==> src/pkg/flash_ctrl_consts.svh <==
// address map, field positions, reset values and timing for the flash mode control block
`ifndef FLASH_CTRL_CONSTS_SVH
`define FLASH_CTRL_CONSTS_SVH
`define MODE_CTRL_ADDR 32'hfffff8d4
`define PROT_CMD_ADDR 32'hfffff8d0
`define PROT_STAT_ADDR 32'hfffff8d8
`define MODE_RST_NOVPP 8'h08
`define MODE_RST_VPP 8'h0c
`define MODE_RST_NOFLASH 8'h00
`define BIT_WR_DISABLE 3
`define BIT_VPP_OK 2
`define BIT_SELF_PROG 1
`define BIT_PROT_ERR 0
`define BIT_NMI_FLAG 7
`define SETUP_TIME_NS 100000
`define CLK_PERIOD_NS 10
`define SUCCESS_CODE 32'h00000000
`define ERR_OVER_ERASE 32'h00000001
`define ERR_UNDER_ERASE 32'h00000002
`define ERR_WRITE_BLOCKED 32'h00000004
`endif

==> src/pkg/flash_ctrl_pkg.sv <==
// types shared by the flash self-program control block
package flash_ctrl_pkg;
  typedef struct packed {
    logic wr;
    logic rd;
    logic [31:0] addr;
    logic [7:0] wdata;
    logic [7:0] bmask;
  } bus_req_t;
  typedef enum logic [1:0] {
    MODE_NORMAL,
    MODE_SELF,
    MODE_SETUP
  } prog_mode_t;
endpackage

==> src/hdl/flash_self_program_control.sv <==
// flash program mode control register, unlock logic and internal processing status
`timescale 1ns/1ps
`include "flash_ctrl_consts.svh"
module flash_self_program_control
  import flash_ctrl_pkg::*;
#(
  parameter bit HAS_FLASH = 1'b1,
  parameter int unsigned AREA_COUNT = 4,
  parameter logic [31:0] AREA_SIZE = 32'h00080000
) (
  // system
  input wire logic CLK_I,
  input wire logic RESETN_I,
  // cpu register bus
  input wire logic BUS_WR_I,
  input wire logic BUS_RD_I,
  input wire logic [31:0] BUS_ADDR_I,
  input wire logic [7:0] BUS_WDATA_I,
  input wire logic [7:0] BUS_BMASK_I,
  output logic [7:0] BUS_RDATA_O,
  // pins and device status
  input wire logic VPP_HIGH_I,
  input wire logic PROGRAMMER_MODE_I,
  input wire logic NMI_I,
  // internal processing call
  input wire logic CALL_I,
  input wire logic [7:0] FUNC_NUM_I,
  input wire logic [31:0] OPTION_ARG_I,
  input wire logic [15:0] TIMING_ARG_I,
  input wire logic OVER_ERASE_I,
  input wire logic UNDER_ERASE_I,
  output logic [31:0] RETURN_VALUE_O,
  output logic [15:0] TIMER_LOAD_O,
  output logic NMI_FLAG_SET_O,
  // flash control
  output logic SELF_PROG_ACTIVE_O,
  output logic FLASH_WRITE_EN_O,
  output logic FLASH_ACCESS_HOLD_O
);
  localparam int unsigned SETUP_CYCLES = (`SETUP_TIME_NS + `CLK_PERIOD_NS - 1) / `CLK_PERIOD_NS;

  function automatic logic [31:0] area_start(input logic [31:0] n);
    area_start = n * AREA_SIZE;
  endfunction

  bus_req_t req;
  assign req = '{wr: BUS_WR_I, rd: BUS_RD_I, addr: BUS_ADDR_I, wdata: BUS_WDATA_I, bmask: BUS_BMASK_I};

  ////////////////////////////////////////////////////////////////////////
  // mode control register and unlock
  logic wr_dis_ff, nxt_wr_dis;
  logic self_sel_ff, nxt_self_sel;
  logic unlock_ff, nxt_unlock;
  logic prot_err_ff, nxt_prot_err;
  logic [7:0] mode_rd;
  logic [7:0] merged;
  logic vpp_bit;

  assign vpp_bit = HAS_FLASH & VPP_HIGH_I;
  always_comb begin
    mode_rd = 8'h00;
    mode_rd[`BIT_WR_DISABLE] = wr_dis_ff;
    mode_rd[`BIT_VPP_OK] = vpp_bit;
    mode_rd[`BIT_SELF_PROG] = self_sel_ff;
  end
  // bit writes merge under the mask so untouched bits keep their value
  assign merged = (mode_rd & ~req.bmask) | (req.wdata & req.bmask);

  always_comb begin
    nxt_wr_dis = wr_dis_ff;
    nxt_self_sel = self_sel_ff;
    nxt_unlock = unlock_ff;
    nxt_prot_err = prot_err_ff;
    if (req.wr) begin
      nxt_unlock = (req.addr == `PROT_CMD_ADDR);
      if (req.addr == `MODE_CTRL_ADDR) begin
        if (unlock_ff && HAS_FLASH) begin
          nxt_wr_dis = merged[`BIT_WR_DISABLE];
          nxt_self_sel = merged[`BIT_SELF_PROG];
        end else if (!unlock_ff) begin
          nxt_prot_err = 1'b1;
        end
      end
      if (req.addr == `PROT_STAT_ADDR && !req.wdata[`BIT_PROT_ERR]) begin
        nxt_prot_err = 1'b0;
      end
      // a fresh failure in the clearing cycle still wins
      if (req.addr == `MODE_CTRL_ADDR && !unlock_ff) begin
        nxt_prot_err = 1'b1;
      end
    end
  end

  always_ff @(posedge CLK_I or negedge RESETN_I) begin
    if (!RESETN_I) begin
      // reset value follows flash presence: 08h/0ch with flash, 00h without
      wr_dis_ff <= HAS_FLASH;
      self_sel_ff <= 1'b0;
      unlock_ff <= 1'b0;
      prot_err_ff <= 1'b0;
    end else begin
      unlock_ff <= nxt_unlock;
      prot_err_ff <= nxt_prot_err;
      self_sel_ff <= nxt_self_sel;
      wr_dis_ff <= nxt_wr_dis;
    end
  end

  ////////////////////////////////////////////////////////////////////////
  // mode tracking and setup hold-off
  prog_mode_t mode_ff, nxt_mode;
  logic self_eff;
  logic setup_start;
  logic setup_busy;

  assign self_eff = self_sel_ff & vpp_bit & ~PROGRAMMER_MODE_I;
  always_comb begin
    nxt_mode = mode_ff;
    setup_start = 1'b0;
    case (mode_ff)
      MODE_NORMAL: begin
        if (self_eff) nxt_mode = MODE_SELF;
      end
      MODE_SELF: begin
        if (!self_eff) begin
          nxt_mode = MODE_SETUP;
          setup_start = 1'b1;
        end
      end
      MODE_SETUP: begin
        if (self_eff) nxt_mode = MODE_SELF;
        else if (!setup_busy && !setup_start) nxt_mode = MODE_NORMAL;
      end
      default: nxt_mode = MODE_NORMAL;
    endcase
  end

  always_ff @(posedge CLK_I or negedge RESETN_I) begin
    if (!RESETN_I) begin
      mode_ff <= MODE_NORMAL;
    end else begin
      mode_ff <= nxt_mode;
    end
  end

  setup_timer #(
    .CYCLES(SETUP_CYCLES)
  ) u_setup (
    .clk_i(CLK_I),
    .resetn_i(RESETN_I),
    .start_i(setup_start),
    .busy_o(setup_busy)
  );

  ////////////////////////////////////////////////////////////////////////
  // internal processing results
  logic [31:0] ret_ff, nxt_ret;
  logic [15:0] tload_ff, nxt_tload;
  logic nmi_ff, nxt_nmi;
  logic [7:0] rdata_ff, nxt_rdata;
  logic active_ff, wen_ff, hold_ff;
  logic nxt_active, nxt_wen, nxt_hold;

  always_comb begin
    nxt_active = (nxt_mode == MODE_SELF);
    nxt_wen = self_eff & ~wr_dis_ff;
    nxt_hold = (nxt_mode == MODE_SETUP);
    nxt_ret = ret_ff;
    nxt_tload = tload_ff;
    nxt_nmi = 1'b0;
    if (mode_ff == MODE_SELF && NMI_I) nxt_nmi = 1'b1;
    if (CALL_I && mode_ff == MODE_SELF) begin
      nxt_tload = TIMING_ARG_I - 16'h0001;
      nxt_ret = `SUCCESS_CODE;
      if (FUNC_NUM_I == 8'h00) begin
        // option is not range-checked; beyond the areas this is just arithmetic
        nxt_ret = area_start(OPTION_ARG_I);
      end else if (wr_dis_ff) begin
        nxt_ret = `ERR_WRITE_BLOCKED;
      end else begin
        if (OVER_ERASE_I) nxt_ret = nxt_ret | `ERR_OVER_ERASE;
        if (UNDER_ERASE_I) nxt_ret = nxt_ret | `ERR_UNDER_ERASE;
      end
    end
  end

  always_comb begin
    nxt_rdata = 8'h00;
    if (req.rd && req.addr == `MODE_CTRL_ADDR) nxt_rdata = mode_rd;
    if (req.rd && req.addr == `PROT_STAT_ADDR) nxt_rdata = {7'h00, prot_err_ff};
  end

  always_ff @(posedge CLK_I or negedge RESETN_I) begin
    if (!RESETN_I) begin
      ret_ff <= `SUCCESS_CODE;
      tload_ff <= 16'h0000;
      nmi_ff <= 1'b0;
      rdata_ff <= 8'h00;
      active_ff <= 1'b0;
      wen_ff <= 1'b0;
      hold_ff <= 1'b0;
    end else begin
      ret_ff <= nxt_ret;
      tload_ff <= nxt_tload;
      nmi_ff <= nxt_nmi;
      rdata_ff <= nxt_rdata;
      active_ff <= nxt_active;
      wen_ff <= nxt_wen;
      hold_ff <= nxt_hold;
    end
  end

  assign BUS_RDATA_O = rdata_ff;
  assign RETURN_VALUE_O = ret_ff;
  assign TIMER_LOAD_O = tload_ff;
  assign NMI_FLAG_SET_O = nmi_ff;
  assign SELF_PROG_ACTIVE_O = active_ff;
  assign FLASH_WRITE_EN_O = wen_ff;
  assign FLASH_ACCESS_HOLD_O = hold_ff;

  ////////////////////////////////////////////////////////////////////////
  // checks
  locked_write_err_a: assert property (@(posedge CLK_I) disable iff (!RESETN_I)
    (req.wr && req.addr == `MODE_CTRL_ADDR && !unlock_ff) |=> prot_err_ff && $stable(self_sel_ff))
    else $error("locked write not flagged");
  unlock_consumed_a: assert property (@(posedge CLK_I) disable iff (!RESETN_I)
    (req.wr && req.addr != `PROT_CMD_ADDR) |=> !unlock_ff)
    else $error("unlock survived a write");
  write_block_a: assert property (@(posedge CLK_I) disable iff (!RESETN_I)
    wr_dis_ff |=> !FLASH_WRITE_EN_O)
    else $error("write enabled while disabled");
  vpp_gate_a: assert property (@(posedge CLK_I) disable iff (!RESETN_I)
    (!VPP_HIGH_I || PROGRAMMER_MODE_I) |=> !FLASH_WRITE_EN_O)
    else $error("write enabled without voltage");
  timer_load_a: assert property (@(posedge CLK_I) disable iff (!RESETN_I)
    (CALL_I && mode_ff == MODE_SELF) |=> TIMER_LOAD_O == $past(TIMING_ARG_I) - 16'h0001)
    else $error("timer load off");
  both_errors_a: assert property (@(posedge CLK_I) disable iff (!RESETN_I)
    (CALL_I && mode_ff == MODE_SELF && FUNC_NUM_I != 8'h00 && !wr_dis_ff && OVER_ERASE_I && UNDER_ERASE_I)
    |=> RETURN_VALUE_O == (`ERR_OVER_ERASE | `ERR_UNDER_ERASE))
    else $error("errors not combined");
  setup_hold_a: assert property (@(posedge CLK_I) disable iff (!RESETN_I)
    (mode_ff == MODE_SELF && !self_eff) |=> ##1 FLASH_ACCESS_HOLD_O [*8])
    else $error("setup hold too short");
  read_back_a: assert property (@(posedge CLK_I) disable iff (!RESETN_I)
    (req.rd && req.addr == `MODE_CTRL_ADDR) |=> BUS_RDATA_O[`BIT_VPP_OK] == $past(vpp_bit))
    else $error("status bit read wrong");
endmodule

==> src/hdl/setup_timer.sv <==
// countdown timer that holds off flash access after leaving self-program mode
`timescale 1ns/1ps
module setup_timer #(
  parameter int unsigned CYCLES = 10000
) (
  input wire logic clk_i,
  input wire logic resetn_i,
  input wire logic start_i,
  output logic busy_o
);
  logic [15:0] cnt_ff;
  logic [15:0] nxt_cnt;

  always_comb begin
    nxt_cnt = cnt_ff;
    if (start_i) begin
      nxt_cnt = 16'(CYCLES);
    end else if (cnt_ff != 16'h0000) begin
      nxt_cnt = cnt_ff - 16'h0001;
    end
  end

  always_ff @(posedge clk_i or negedge resetn_i) begin
    if (!resetn_i) begin
      cnt_ff <= 16'h0000;
    end else begin
      cnt_ff <= nxt_cnt;
    end
  end

  assign busy_o = (cnt_ff != 16'h0000);
endmodule

==> config.mk <==
export PLATFORM = sky130hd
export DESIGN_NAME = flash_self_program_control
export DESIGN_NICKNAME = d
export VERILOG_FILES = /design/src/pkg/flash_ctrl_pkg.sv /design/src/hdl/flash_self_program_control.sv /design/src/hdl/setup_timer.sv
export VERILOG_INCLUDE_DIRS = /design/src /design/src/pkg
export SDC_FILE = /design/constraint.sdc
export NUM_CORES = 1
export LEC_CHECK = 0
export ABC_AREA = 1
export BUFFER_PORTS_ARGS = -buffer_cell sky130_fd_sc_hd__buf_2
export CAP_MARGIN = 20
export CORE_MARGIN = 4
export CORE_UTILIZATION = 46
export CTS_CLUSTER_DIAMETER = 80
export DETAILED_ROUTE_END_ITERATION = 16
export GPL_TIMING_DRIVEN = 0
export HOLD_SLACK_MARGIN = 0.15
export PLACE_DENSITY = 0.91
export SLEW_MARGIN = 20
export SYNTH_ARGS = -nofsm -noshare
export SYNTH_HDL_FRONTEND = slang
export SYNTH_SLANG_ARGS = --single-unit
==> constraint.sdc <==
create_clock -name CLK_I -period 1.96 [get_ports CLK_I]
set_input_delay 0.196 -clock CLK_I [delete_from_list [all_inputs] [get_ports CLK_I]]
set_output_delay 0.196 -clock CLK_I [all_outputs]
set_load 0.005 [all_outputs]
### Word level (Yosys, flattened, before mapping)

Cells that the tools add are included.

* muxes and demuxes: 20
* $add $sub $neg: 2
* equality and inequality tests: 8
* reduce and logical (&&, ||, !) cells: 15
* bitwise logic cells: 9

Operators with widths (number)
* equality test 32 bit, second input constant: 3
* 2-to-1 mux 16 bit: 2
* 2-to-1 mux 32 bit: 1
* subtractor 16 x 1 -> 16 bit, second input constant: 2
* nonzero test 16 bit: 1
* 2-to-1 mux 2 bit: 5
* bitwise AND 4 bit: 2
* logical NOT 8 bit: 1
* 2-to-1 mux 1 bit: 8
* 2-to-1 mux 4 bit: 2
* logical AND 1 bit: 6
* one-hot mux 2 bit (3 select lines): 1
* AND reduction 3 bit: 2
* equality test 2 x 1 -> 1 bit, second input constant: 2
* equality test 2 bit, second input constant: 2
* NOT 4 bit: 1
* OR 4 bit: 1
* bitwise AND 1 bit: 3
* 2-to-1 mux 3 bit: 1
* != test 3 x 1 -> 1 bit, second input constant: 1
* nonzero test 3 bit: 1
* logical NOT 1 bit: 2
* logical NOT 2 bit: 1
* NOT 1 bit: 2
* nonzero test 2 bit: 1

* logic and storage cells: 67
* input port bits: 114
* register bits after elaboration: 78
* output and inout bits: 60

### Longest topological paths before layout

* word-level depth: 5
* depth in mapped cells: 11
* mapped depth without buffers: 11

### Modules after synthesis

From an unflattened synthesis, not the netlist that was laid out.

* cell total of the unflattened synthesis: 499
* area total of the unflattened synthesis: 3644.7 µm²

By module, submodules not included
* flash_self_program_control: area an instance 2605.0 µm², times used 1, cells an instance 351
* setup_timer: area an instance 1039.7 µm², times used 1, cells an instance 148

### Least setup slack after synthesis

No wires, ideal clock.

* kind: register -> register
* start: register u_setup.cnt_ff[0]
* end: register u_setup.cnt_ff[14]
* cell stages (with the launch flop): 12
* buffers on the path: 0
* slack: 576 ps
* period minus slack after synthesis: 1384 ps
* setup time: 117 ps
* data arrival time: 1267 ps
* cells stage by stage: dfrtp_1 -> inv_2 -> ha_1 -> nand3_4 -> inv_2 -> nand2_2 -> inv_2 -> nand2_1 -> nand2_1 -> nand2_1 -> nand2_1 -> nor2_1

* longest elaborated chain between the ends: 3
* elaborated cells between the ends (all ways): 5
* classes of those cells: add/sub: 1; mux: 2; reduce/logical: 2

RTL lines
* start, declared: RTL line setup_timer.sv:11 `logic [15:0] cnt_ff;`
* start signal, assigned: RTL line setup_timer.sv:27 `cnt_ff <= nxt_cnt;`
* subtractor 16 x 1 -> 16 bit: RTL line setup_timer.sv:19 `nxt_cnt = cnt_ff - 16'h0001;`
* 2-to-1 mux 16 bit: RTL line setup_timer.sv:18 `end else if (cnt_ff != 16'h0000) begin`
* 2-to-1 mux 16 bit: RTL line setup_timer.sv:16 `if (start_i) begin`

Parallel ways exist; a longest one is shown, timed or not. The select of a mux whose other input is x is not followed.
A chain may end at the register's enable or synchronous reset.

### Worst setup path after layout

* start: input TIMING_ARG_I[0]
* end: register tload_ff[14] (netlist: TIMER_LOAD_O[14])

* longest elaborated chain between the ends: 1

RTL lines
* start, declared: RTL line flash_self_program_control.sv:29 `input wire logic [15:0] TIMING_ARG_I,`
* subtractor 16 x 1 -> 16 bit: RTL line flash_self_program_control.sv:173 `nxt_tload = TIMING_ARG_I - 16'h0001;`
* end signal, assigned: RTL line flash_self_program_control.sv:204 `tload_ff <= nxt_tload;`
* end, declared: RTL line flash_self_program_control.sv:158 `logic [15:0] tload_ff, nxt_tload;`

Every way passes these cells.

==> impl_metrics.yaml <==
outcome:
  status: "completed"
timing:
  clock.fmax_mhz: 623.5
  worst_clock_skew_ns: 0.007899
  setup_viol: 0
  hold_violations: 0
  fin_crit_ns: 1.604
  slew_violations: 0
  fin_crit_sh_pct: 81.83
  worst_slew_pin_slew_ns: 0.7601
  tns_ns: 0
  rsz0062_at_grt: "no"
  max_slew_margin_pct: 49.32
setup_path:
  worst_setup_path_end_kind: "flip-flop"
  path_class: "in2reg"
  crit_chain: "dlygate4sd3_1 -> buf_2 -> inv_1 -> ha_1 -> inv_1 -> nor2_1 -> nand2_1 -> xor2_1 -> nand2_1 -> nand2_1"
  timing.critical_path.mode_cell: "nand2_1"
  crit-reg2reg-capture: "u_setup.cnt_ff[10]"
  crit_path_max_incr_delay_ns: 0.53
  r2r-start: "u_setup.cnt_ff[0]"
  required_ns: 2.19
  crit_fanout: 3
  critical-path-slowest-cell: "dlygate4sd3_1"
  worstRegToRegCells: 9
  startpoint_type: "primary input"
  rrSetupSlack_ns: 0.38
  cp_top_family: "buffers and inverters"
  critPathBufInv: 4
  critPathArrivalTime_ns: 1.84
  path_depth: 10
clocking:
  root_buffer: "clkbuf_8"
  worstSkewPairLatency_ns: 0.34
  path_clk_slew_ns: 0.07
  cts_buffer_depth: 2
  htreeDepth: 3
  cts_hold_buf: 30
  cts-resized-gates: 0
  tritoncts: "built"
  cts_buffers: 9
  post_cts_buffers: 0
  clkSinkCount: 62
grt:
  grt_pass1_vias: 3716
  grt_usage_pct: 22.88
  grt_max_degree: 63
  antenna_found_initial: 0
  grt-ovfl-total: 0
  grt_pass1_wl_mm: 16.24
drt:
  via_per_inst: 4.876
  wl_mm: 10.04
  drtPass1Iterations: 6
  num_vias: 3701
  drt_iter0_drc: 177
  drtAntennaViolNets: 0
  drc: 0
  routedWlPerCell_um: 13.23
synthesis:
  avgSynthCellArea_um2: 7.473
  yosysSeqAreaShare_pct: 43.93
  synth-edff-count: 0
  synth.distinct_cells: 38
  synthArstFlopShare_pct: 100.0
  yosysWarnings: 0
  netlist_instances: 473
  synth_area_um2: 3535
  ys_ff_latch: 62
  synthFlopType: "dfrtp_1"
die:
  dieArea_um2: 9151
  coreArea_um2: 7370
  die_x_um: 95.66
  start_util_pct: 47.96
  std_cell_rows: 31
  io_pins: 174
  fp.dieH_um: 95.66
power_and_ir_drop:
  cellPowerDensity_nw_per_um2: 686.9
  total_switching_power_uw: 918.3
  peakVddDrop_uv: 451.9
  power.share.switching_pct: 27.45
  pwr-share-seq_pct: 44.1
  intPower_uw: 2427
  pwr-share-clk_pct: 38.1
  combPwrFrac_pct: 17.8
  leakage_uw: 0.002759
  total_power_uw: 3345
placement:
  dpl.hpwl_mm: 7.217
  gp_congestion: 0.9630
  io_buffers: 123
min_path:
  hold_path.class: "in2reg"
  hold_path_end: "prot_err_ff"
  hold_depth: 5
  min_from: "BUS_WDATA_I[0]"
final_layout:
  layout_common_cells: "140 x nand2_1, 124 x buf_2, 73 x nor2_1"
  fin_nets: 772
  final_common_cell: "nand2_1"
  drive_above_1_share_pct: 29.70
  area_growth_pct: 37.77
  final_core_util_pct: 66.08
  diodes: 0
job:
  maxCapViolations: 0
power by group through the flow:
| stage | clock [uW] | combinational, uW | sequential [uW] |
|---|---|---|---|
| final | 1270 | 594 | 1480 |
| after global routing | 1360 | 672 | 1490 |
| after CTS | 1290 | 587 | 1480 |
| after detailed placement | 0 | 543 | 1500 |
| after global placement | 0 | 517 | 1490 |
| after floorplan | 0 | 351 | 1480 |
worst register-to-register path, stage by stage (launching register included):
cell	delay (ns)
dfrtp_1	0.44
inv_2	0.10
ha_1	0.22
nand3_4	0.11
inv_2	0.14
nand2_2	0.08
nor2_1	0.17
nand2_1	0.08
nand2_1	0.06
nand3_1	0.07
final cells by class:
cell class / instances / area, um2
Sequential cell: 62 / 1553
Inverter: 55 / 207.7
Fill cell: 597 / 2500
Tap cell: 99 / 123.9
Buffer: 28 / 227.7
Multi-Input combinational cell: 347 / 1618
Clock buffer: 11 / 151.4
Timing Repair Buffer: 153 / 918.4
Clock inverter: 4 / 70.07
logic make-up after synthesis:
group / synth area share (%)
other: 0.1061
and+or+nand+nor: 35.75
adders and majority gates: 0.7079
buffers and inverters: 12.32
xor gates and xnor gates: 2.478
AOI/OAI and AO/OA: 4.709
DFF: 43.93
worst max path at each step:
stage	from	endpoint	slack (ns)
finish	TIMING_ARG_I[0]	TIMER_LOAD_O[14]	0.36
floorplan	u_setup.cnt_ff[0]	u_setup.cnt_ff[14]	0.58
CTS	u_setup.cnt_ff[0]	u_setup.cnt_ff[10]	0.40
global route	u_setup.cnt_ff[0]	u_setup.cnt_ff[10]	0.28
global placement	u_setup.cnt_ff[0]	u_setup.cnt_ff[14]	0.49
detailed placement	u_setup.cnt_ff[0]	u_setup.cnt_ff[10]	0.42
flip-flops by register name, indices dropped and copies added, names as in the netlist, named ones only:
name / cells
NMI_FLAG_SET_O: 1
mode_ff: 2
SELF_PROG_ACTIVE_O: 1
RETURN_VALUE_O: 16
BUS_RDATA_O: 4
TIMER_LOAD_O: 16
prot_err_ff: 1
FLASH_WRITE_EN_O: 1
u_setup.cnt_ff: 16
unlock_ff: 1
FLASH_ACCESS_HOLD_O: 1
cells in the mapped netlist, types with 2 or more instances:
master,count,share of area (%)
inv_2,6,0.64
nor3_1,4,0.57
nor2_1,73,7.8
inv_1,48,5.1
a21oi_1,4,0.57
a2bb2oi_1,3,0.74
xnor2_1,5,1.2
ha_1,2,0.71
nor2_4,4,1.3
o21ai_0,5,0.71
nand4_1,10,1.8
nor2_2,5,0.88
buf_4,20,4.2
xor2_1,5,1.2
nand2_1,140,15
buf_2,2,0.28
o21ai_1,7,0.99
o21ai_2,2,0.50
nand3_1,39,5.5
nand2_2,6,1.1
dfrtp_1,61,43
buf_6,6,1.9
per-stage QoR:
stage	hold slack [ns]	std cells	setup WS (ns)	instance area, um2
3_5_place_dp	0.3177	714	0.4213	4348
4_1_cts	0.1540	759	0.4020	4870
3_3_place_gp	0.3957	714	0.4908	4345
5_1_grt	0.1829	759	0.2769	4870
6_report	0.1696	759	0.3562	4870
2_1_floorplan	-0.09959	492	0.5759	3606
metal layers:
metal / track usage (%) / routed length, um / vias up
met3: 5.130 / 771 / 22
met4: 7.701 / 195 / 0
met1: 25.58 / 3932 / 1698
met2: 42.44 / 5142 / 177
li1: - / - / 1804
met5: 0 / 0 / -
No activity file was read; power rests on OpenSTA's default activity.
